==> src/verilog/strap_cfg_pkg.sv <==
// Purpose: constants for the reset strap capture and peripheral select block
// Assumes: straps are stable while srst is high
// Notes:   all encodings below are those of the strap pins
//
// Overview of operation
// - Sample all straps during reset, decode selections
// - PCI strap 0: host port enabled, except Ethernet strap with wide width
// - PCI off: shared pins host unless Ethernet strap with wide width, PCI-only pins tristate
// - PCI off: bank0 pins 15..9 usable as GPIO
// - PCI strap 1: host port off, PCI on
// - PCI on: Ethernet, MDIO, GPIO 15..9 disabled
// - Ethernet enable from Ethernet and PCI straps only
// - PCI on, autoinit 1: load from EEPROM
// - Autoinit 0: skip EEPROM, use defaults
// - Byte order: 0 big, 1 little endian
// - Boot mode from address pins 22:21
// - Memory clock select: input, cpu/4, cpu/6
// - PCI speed strap: 0 66 MHz, 1 33 MHz
// - Narrow host: data 15:0, upper to Ethernet if strapped, else tristate
// - Wide host: all 32 data pins used
// - PCI/Ethernet strap pair decode, 11 reserved
package strap_cfg_pkg;

    // =====================================================
    // Boot modes
    localparam logic [1:0] BOOT_NONE     = 2'h0;
    localparam logic [1:0] BOOT_HOST_PCI = 2'h1;
    localparam logic [1:0] BOOT_RSVD     = 2'h2;
    localparam logic [1:0] BOOT_EXT_MEM  = 2'h3;

    // =====================================================
    // External memory clock sources
    localparam logic [1:0] ECLK_INPUT    = 2'h0;
    localparam logic [1:0] ECLK_CPU_DIV4 = 2'h1;
    localparam logic [1:0] ECLK_CPU_DIV6 = 2'h2;
    localparam logic [1:0] ECLK_RSVD     = 2'h3;

    // =====================================================
    // PCI / Ethernet strap pair
    localparam logic [1:0] SEL_HOST      = 2'h0;
    localparam logic [1:0] SEL_ETH       = 2'h1;
    localparam logic [1:0] SEL_PCI       = 2'h2;
    localparam logic [1:0] SEL_RSVD      = 2'h3;

    // =====================================================
    // Single-bit encodings
    localparam logic       ENDIAN_BIG    = 1'h0;
    localparam logic       ENDIAN_LITTLE = 1'h1;
    localparam logic       PCI_SPEED_66  = 1'h0;
    localparam logic       PCI_SPEED_33  = 1'h1;
    localparam logic       WIDTH_NARROW  = 1'h0;
    localparam logic       WIDTH_WIDE    = 1'h1;

    // =====================================================
    // Documented strap defaults; the capture registers are never reset to these values
    localparam logic       RST_BYTE_ORDER = ENDIAN_LITTLE;
    localparam logic [1:0] RST_BOOT       = BOOT_NONE;
    localparam logic [1:0] RST_ECLK       = ECLK_INPUT;
    localparam logic       RST_AUTOINIT   = 1'h0;
    localparam logic       RST_PCI_SPEED  = PCI_SPEED_66;
    localparam logic       RST_WIDTH      = WIDTH_NARROW;
    localparam logic       RST_PCI_SEL    = 1'h0;
    localparam logic       RST_ETH_SEL    = 1'h0;
    localparam logic       RST_GP0_PIN0   = 1'h0;

endpackage

==> src/verilog/reset_strap_peripheral_select.sv <==
// Purpose: capture strap pins during reset and decode pin sharing and modes
// Assumes: straps are board resistors, asynchronous to mclk
// Notes:   selections stay frozen from reset release to the next reset
`timescale 1ns/10ps

module reset_strap_peripheral_select (
    input  wire logic       mclk,
    input  wire logic       srst,
    input  wire logic       pci_select_strap,
    input  wire logic       pci_eeprom_autoinit_pin,
    input  wire logic       host_width_strap,
    input  wire logic       ethernet_select_strap,
    input  wire logic       byte_order_strap,
    input  wire logic [1:0] ext_mem_addr_pins,
    input  wire logic [1:0] ext_mem_clock_select,
    input  wire logic       pci_speed_strap,
    input  wire logic       gp0_pin0_strap,
    output logic            byte_order_mode,
    output logic [1:0]      boot_mode,
    output logic [1:0]      ext_mem_clock_source,
    output logic            pci_enable,
    output logic            pci_eeprom_autoinit,
    output logic            pci_speed_33,
    output logic            host_port_enable,
    output logic            host_port_width,
    output logic            host_data_low_enable,
    output logic            host_data_high_enable,
    output logic            host_data_high_eth,
    output logic            pci_only_pins_oe_n,
    output logic            eth_mdio_enable,
    output logic            gpio_high_available,
    output logic            strap_reserved,
    output logic            strap_invalid
);

    // =====================================================
    // Two-stage synchronisers on all strap pins
    localparam int SW = 11;

    logic [SW-1:0] pins;
    logic [SW-1:0] sync1_r;
    logic [SW-1:0] sync2_r;
    logic [SW-1:0] sync1_nxt;
    logic [SW-1:0] sync2_nxt;

    assign pins = {pci_select_strap, pci_eeprom_autoinit_pin, host_width_strap, ethernet_select_strap,
                   byte_order_strap, ext_mem_addr_pins, ext_mem_clock_select, pci_speed_strap,
                   gp0_pin0_strap};

    always_comb begin
        sync1_nxt = pins;
        sync2_nxt = sync1_r;
    end

    always_ff @(posedge mclk) begin
        sync1_r <= sync1_nxt;
        sync2_r <= sync2_nxt;
    end

    // =====================================================
    // Capture while reset is high, freeze afterwards
    logic       pci_sel_r,   pci_sel_nxt;
    logic       autoinit_r,  autoinit_nxt;
    logic       width_r,     width_nxt;
    logic       eth_sel_r,   eth_sel_nxt;
    logic       order_r,     order_nxt;
    logic [1:0] boot_r,      boot_nxt;
    logic [1:0] eclk_r,      eclk_nxt;
    logic       speed_r,     speed_nxt;
    logic       gp0_r,       gp0_nxt;

    always_comb begin
        pci_sel_nxt  = pci_sel_r;
        autoinit_nxt = autoinit_r;
        width_nxt    = width_r;
        eth_sel_nxt  = eth_sel_r;
        order_nxt    = order_r;
        boot_nxt     = boot_r;
        eclk_nxt     = eclk_r;
        speed_nxt    = speed_r;
        gp0_nxt      = gp0_r;
        // Sampling the synchronised copy; last sample before release wins
        if (srst) begin
            pci_sel_nxt  = sync2_r[10];
            autoinit_nxt = sync2_r[9];
            width_nxt    = sync2_r[8];
            eth_sel_nxt  = sync2_r[7];
            order_nxt    = sync2_r[6];
            boot_nxt     = sync2_r[5:4];
            eclk_nxt     = sync2_r[3:2];
            speed_nxt    = sync2_r[1];
            gp0_nxt      = sync2_r[0];
        end
    end

    // Not reset to constants: the capture itself is the reset behaviour
    always_ff @(posedge mclk) begin
        pci_sel_r  <= pci_sel_nxt;
        autoinit_r <= autoinit_nxt;
        width_r    <= width_nxt;
        eth_sel_r  <= eth_sel_nxt;
        order_r    <= order_nxt;
        boot_r     <= boot_nxt;
        eclk_r     <= eclk_nxt;
        speed_r    <= speed_nxt;
        gp0_r      <= gp0_nxt;
    end

    // =====================================================
    // Decode into registered selections
    logic [1:0] pair;
    logic       pci_on;
    logic       host_on;
    logic       eth_on;
    logic       pair_rsvd;

    assign pair = {pci_sel_r, eth_sel_r};

    // Pin-sharing decision from the strap pair and the width strap
    always_comb begin
        pci_on    = 1'b0;
        host_on   = 1'b0;
        eth_on    = 1'b0;
        pair_rsvd = 1'b0;
        case (pair)
            strap_cfg_pkg::SEL_HOST: begin
                host_on = 1'b1;
            end
            strap_cfg_pkg::SEL_ETH: begin
                eth_on  = 1'b1;
                host_on = (width_r == strap_cfg_pkg::WIDTH_NARROW);
            end
            strap_cfg_pkg::SEL_PCI: begin
                pci_on = 1'b1;
            end
            default: begin
                // Reserved pair: PCI strap still wins, nothing else enabled
                pci_on    = 1'b1;
                pair_rsvd = 1'b1;
            end
        endcase
    end

    // =====================================================
    // Output registers, one per selection
    logic       byte_order_mode_r,       byte_order_mode_nxt;
    logic [1:0] boot_mode_r,             boot_mode_nxt;
    logic [1:0] ext_mem_clock_source_r,  ext_mem_clock_source_nxt;
    logic       pci_enable_r,            pci_enable_nxt;
    logic       pci_eeprom_autoinit_r,   pci_eeprom_autoinit_nxt;
    logic       pci_speed_33_r,          pci_speed_33_nxt;
    logic       host_port_enable_r,      host_port_enable_nxt;
    logic       host_port_width_r,       host_port_width_nxt;
    logic       host_data_low_enable_r,  host_data_low_enable_nxt;
    logic       host_data_high_enable_r, host_data_high_enable_nxt;
    logic       host_data_high_eth_r,    host_data_high_eth_nxt;
    logic       pci_only_pins_oe_n_r,    pci_only_pins_oe_n_nxt;
    logic       eth_mdio_enable_r,       eth_mdio_enable_nxt;
    logic       gpio_high_available_r,   gpio_high_available_nxt;
    logic       strap_reserved_r,        strap_reserved_nxt;
    logic       strap_invalid_r,         strap_invalid_nxt;

    always_comb begin
        byte_order_mode_nxt       = order_r;
        boot_mode_nxt             = boot_r;
        ext_mem_clock_source_nxt  = eclk_r;
        pci_enable_nxt            = pci_on;
        pci_eeprom_autoinit_nxt   = pci_on & autoinit_r;
        pci_speed_33_nxt          = pci_on & (speed_r == strap_cfg_pkg::PCI_SPEED_33);
        host_port_enable_nxt      = host_on;
        host_port_width_nxt       = host_on & (width_r == strap_cfg_pkg::WIDTH_WIDE);
        host_data_low_enable_nxt  = host_on;
        host_data_high_enable_nxt = host_on & (width_r == strap_cfg_pkg::WIDTH_WIDE);
        host_data_high_eth_nxt    = ~pci_on & eth_on;
        // Active low: PCI-only pins float whenever PCI is off
        pci_only_pins_oe_n_nxt    = ~pci_on;
        eth_mdio_enable_nxt       = ~pci_on & eth_on;
        gpio_high_available_nxt   = ~pci_on;
        strap_reserved_nxt        = pair_rsvd || (boot_r == strap_cfg_pkg::BOOT_RSVD)
                                    || (eclk_r == strap_cfg_pkg::ECLK_RSVD);
        strap_invalid_nxt         = gp0_r;
        // Everything reads as off while reset is high, so no peripheral
        // sees a half-captured selection
        if (srst) begin
            byte_order_mode_nxt       = 1'b0;
            boot_mode_nxt             = 2'h0;
            ext_mem_clock_source_nxt  = 2'h0;
            pci_enable_nxt            = 1'b0;
            pci_eeprom_autoinit_nxt   = 1'b0;
            pci_speed_33_nxt          = 1'b0;
            host_port_enable_nxt      = 1'b0;
            host_port_width_nxt       = 1'b0;
            host_data_low_enable_nxt  = 1'b0;
            host_data_high_enable_nxt = 1'b0;
            host_data_high_eth_nxt    = 1'b0;
            pci_only_pins_oe_n_nxt    = 1'b1;
            eth_mdio_enable_nxt       = 1'b0;
            gpio_high_available_nxt   = 1'b0;
            strap_reserved_nxt        = 1'b0;
            strap_invalid_nxt         = 1'b0;
        end
    end

    always_ff @(posedge mclk) begin
        byte_order_mode_r       <= byte_order_mode_nxt;
        boot_mode_r             <= boot_mode_nxt;
        ext_mem_clock_source_r  <= ext_mem_clock_source_nxt;
        pci_enable_r            <= pci_enable_nxt;
        pci_eeprom_autoinit_r   <= pci_eeprom_autoinit_nxt;
        pci_speed_33_r          <= pci_speed_33_nxt;
        host_port_enable_r      <= host_port_enable_nxt;
        host_port_width_r       <= host_port_width_nxt;
        host_data_low_enable_r  <= host_data_low_enable_nxt;
        host_data_high_enable_r <= host_data_high_enable_nxt;
        host_data_high_eth_r    <= host_data_high_eth_nxt;
        pci_only_pins_oe_n_r    <= pci_only_pins_oe_n_nxt;
        eth_mdio_enable_r       <= eth_mdio_enable_nxt;
        gpio_high_available_r   <= gpio_high_available_nxt;
        strap_reserved_r        <= strap_reserved_nxt;
        strap_invalid_r         <= strap_invalid_nxt;
    end

    assign byte_order_mode       = byte_order_mode_r;
    assign boot_mode             = boot_mode_r;
    assign ext_mem_clock_source  = ext_mem_clock_source_r;
    assign pci_enable            = pci_enable_r;
    assign pci_eeprom_autoinit   = pci_eeprom_autoinit_r;
    assign pci_speed_33          = pci_speed_33_r;
    assign host_port_enable      = host_port_enable_r;
    assign host_port_width       = host_port_width_r;
    assign host_data_low_enable  = host_data_low_enable_r;
    assign host_data_high_enable = host_data_high_enable_r;
    assign host_data_high_eth    = host_data_high_eth_r;
    assign pci_only_pins_oe_n    = pci_only_pins_oe_n_r;
    assign eth_mdio_enable       = eth_mdio_enable_r;
    assign gpio_high_available   = gpio_high_available_r;
    assign strap_reserved        = strap_reserved_r;
    assign strap_invalid         = strap_invalid_r;

endmodule // reset_strap_peripheral_select

==> config.mk <==
export PLATFORM = sky130hd
export DESIGN_NAME = reset_strap_peripheral_select
export DESIGN_NICKNAME = d
export VERILOG_FILES = /design/src/verilog/strap_cfg_pkg.sv /design/src/verilog/reset_strap_peripheral_select.sv
export SDC_FILE = /design/constraint.sdc
export NUM_CORES = 1
export LEC_CHECK = 0
export ABC_AREA = 0
export BUFFER_PORTS_ARGS = -buffer_cell sky130_fd_sc_hd__buf_4
export CAP_MARGIN = 20
export CORE_ASPECT_RATIO = 0.75
export CORE_MARGIN = 10
export CORE_UTILIZATION = 52
export CTS_CLUSTER_DIAMETER = 120
export DETAILED_ROUTE_END_ITERATION = 10
export GPL_ROUTABILITY_DRIVEN = 0
export GPL_TIMING_DRIVEN = 0
export PLACE_DENSITY = 0.79
export SYNTH_ARGS = -nofsm -noshare
export SYNTH_HDL_FRONTEND = slang
export SYNTH_SLANG_ARGS = --single-unit
==> constraint.sdc <==
create_clock -name mclk -period 2.6 [get_ports mclk]
set_input_delay 0.13 -clock mclk [delete_from_list [all_inputs] [get_ports mclk]]
set_output_delay 0.13 -clock mclk [all_outputs]
set_load 0.005 [all_outputs]
==> impl_metrics.env <==
export IMPL_status="finished, final reports clean"
export IMPL_hold_path_class="input port to register"
export IMPL_antenna_cells=0
export IMPL_power_density_mw_per_mm2=784
export IMPL_core_area_mm2=0.00225
export IMPL_synthDistinctLibCells=13
export IMPL_period_share_pct=40.6
export IMPL_root_buffer="clkbuf_4"
export IMPL_synth_net_count=83
export IMPL_worstPathMaxFanout=2
export IMPL_drc=0
export IMPL_setup_worst_path_start_class="register"
export IMPL_synth_compound_area_share_pct=1.14
export IMPL_portBuffers=30
export IMPL_ctsHoldBuffers=11
export IMPL_synth_edf_count=11
export IMPL_cts_resized=0
export IMPL_grt_pass1_wl_mm=2.93
export IMPL_tightest_slew_ns=0.232
export IMPL_arrival_ns=0.92
export IMPL_synth_fa_ha_area_share_pct=0
export IMPL_synth_async_reset_ratio_pct=0
export IMPL_setup_tns_ns=0
export IMPL_leakage_uw=0.000719
export IMPL_synth_top_family_by_area="simple AND/OR/NAND/NOR gates"
export IMPL_ys_ff_latch=48
export IMPL_antenna_found_initial=0
export IMPL_pin_count=31
export IMPL_avgRoutedWirePerCell_um=12.4
export IMPL_antenna_left=0
export IMPL_yosysWarningCount=0
export IMPL_worstPathRequired_ns=2.47
export IMPL_worstSetupEndpointType="output port"
export IMPL_hold_violations=0
export IMPL_clkSlewWorstSetupHoldPaths_ns=0.13
export IMPL_yosysSeqAreaShare_pct=88.6
export IMPL_synth_top_area_cell="dfxtp_1"
export IMPL_rsz0062_at_grt="false"
export IMPL_chipWidth_um=75.7
export IMPL_clock_latency_ns=0.35
export IMPL_postSynthCellCount=70
export IMPL_cts_path_max_buffers=2
export IMPL_synth_top_cells_by_area="dfxtp_1 (61%), edfxtp_1 (27%), nor2b_1 (3.1%)"
export IMPL_synth_simple_gate_area_share_pct=7.45
export IMPL_place_ws_ns=1.68
export IMPL_ir_drop_uv=500
export IMPL_rows=15
export IMPL_die_area_mm2=0.00467
export IMPL_first_iter_violations=20
export IMPL_wl_mm=1.79
export IMPL_syn_area_mm2=0.00121
export IMPL_fin_skew_ns=0.00679
export IMPL_syn_avg_cell_area_um2=17.3
export IMPL_grt_pass1_vias=662
export IMPL_critPathKind="register to output port"
export IMPL_min_period_ns=1.05
export IMPL_fin_ws_ns=1.55
export IMPL_area_growth_syn_to_layout_pct=37.0
export IMPL_gr_total_overflow=0
export IMPL_grt_use_total_pct=8.86
export IMPL_slew_violations=0
export IMPL_numCtsBuffers=5
export IMPL_synth_xor_area_share_pct=0
export IMPL_fp_dieH_um=61.8
export IMPL_synth_most_common_cell="dfxtp_1"
export IMPL_wl_met1_um=655
export IMPL_fmax_ghz=0.948
export IMPL_clock_sinks=48
export IMPL_yosys_top_cells_count="dfxtp_1 (37), edfxtp_1 (11), nor2b_1 (6), buf_4 (4), and2_1 (3)"
export IMPL_drv_cap=0
export IMPL_synthMuxAreaShare_pct=0
export IMPL_dr_pass1_iters=2
export IMPL_dr_wl_met3_um=185
export IMPL_nFillCells=140
export IMPL_post_cts_buffers=0
export IMPL_hpwl_mm=1.26
export IMPL_finalSetupViolCount=0
export IMPL_slew_headroom_pct=84.3
export IMPL_htreeDepth=2
export IMPL_ys_flop_type="dfxtp_1"
export IMPL_grt_max_degree=16
export IMPL_synth_top_cell_area_share_pct=61.3
export IMPL_dr_wl_met2_um=916
export IMPL_drive_gt1_share_pct=34.5
export IMPL_nets=131
export IMPL_via_per_inst=4.31
export IMPL_dr_max_layer_used="met4"
export IMPL_vias=621
export IMPL_cts_tree="built"
export IMPL_initial_core_util_pct=53.7
[sequential cells by signal (all words and copies together), names as in the netlist, 2 cells and up]
register,count
boot_mode,2
eclk_r,2
ext_mem_clock_source,2
sync1_r,11
sync2_r,11
boot_r,2
[final timing paths]
check | from | to | slack (ns) | depth (start not counted)
setup / recovery | eth_mdio_enable | host_data_high_eth | 1.55 | 2
hold / removal | srst | gp0_r | 0.09 | 1
setup reg to reg | pci_sel_r | pci_eeprom_autoinit | 1.67 | 2
hold reg to reg | sync1_r[9] | sync2_r[9] | 0.34 | 0
[layout make-up]
cell class / count / area, um^2 / area share [%]
inverters: 1 / 3.75 / 0.227
clock buffers: 5 / 37.5 / 2.27
flip-flops and latches: 48 / 1070 / 64.7
clock inverters: 3 / 42.5 / 2.57
repair buffers: 41 / 335 / 20.3
well taps: 25 / 31.3 / 1.89
plain buffers: 4 / 30.0 / 1.81
multi-input cells: 17 / 104 / 6.27
[kinds of logic after synthesis]
logic type / Yosys count
flip-flops: 48
buffers and inverters: 5
AND/OR/NAND/NOR: 15
AO/OA/AOI/OAI: 2
[routing by layer]
| metal | vias to the layer above | track usage, % |
|---|---|---|
| met2 | 26 | 15.7 |
| met5 | - | 0 |
| met3 | 6 | 6.03 |
| met4 | 0 | 4.75 |
| li1 | 322 | - |
| met1 | 267 | 7.31 |
[cells in the final DEF (no fill, tap or decap), types with 2 or more instances in the layout]
| cell type | n |
|---|---|
| dfxtp_1 | 37 |
| buf_4 | 34 |
| edfxtp_1 | 11 |
| dlygate4sd3_1 | 11 |
| nor2b_1 | 6 |
| clkbuf_4 | 5 |
| and2_1 | 3 |
| nand2_1 | 2 |
[metrics by stage]
stage	std cells	power [uW]	area, um^2	utilization, %	hold WS, ns
after floorplan	70	843	1210	-	0.158
after global placement	125	882	1470	65.1	0.235
after detailed placement	125	887	1470	65.1	0.236
after CTS	144	1310	1660	73.5	0.0914
after global routing	144	1360	1660	73.5	0.0845
final	144	1300	1660	73.5	0.0931
[critical path, cell delays in order (launching register included)]
cell	delay, ns
dfxtp_1	0.33
buf_4	0.12
buf_4	0.12
[report_power, final]
group / internal (uW) / switching [uW] / total (uW) / leakage (uW)
Sequential: 803 / 11.5 / 814 / 0.000418
Clock: 201 / 216 / 417 / 0.0000428
Combinational: 46.0 / 21.2 / 67.2 / 0.000259
No activity file was read; power rests on OpenSTA's default activity.
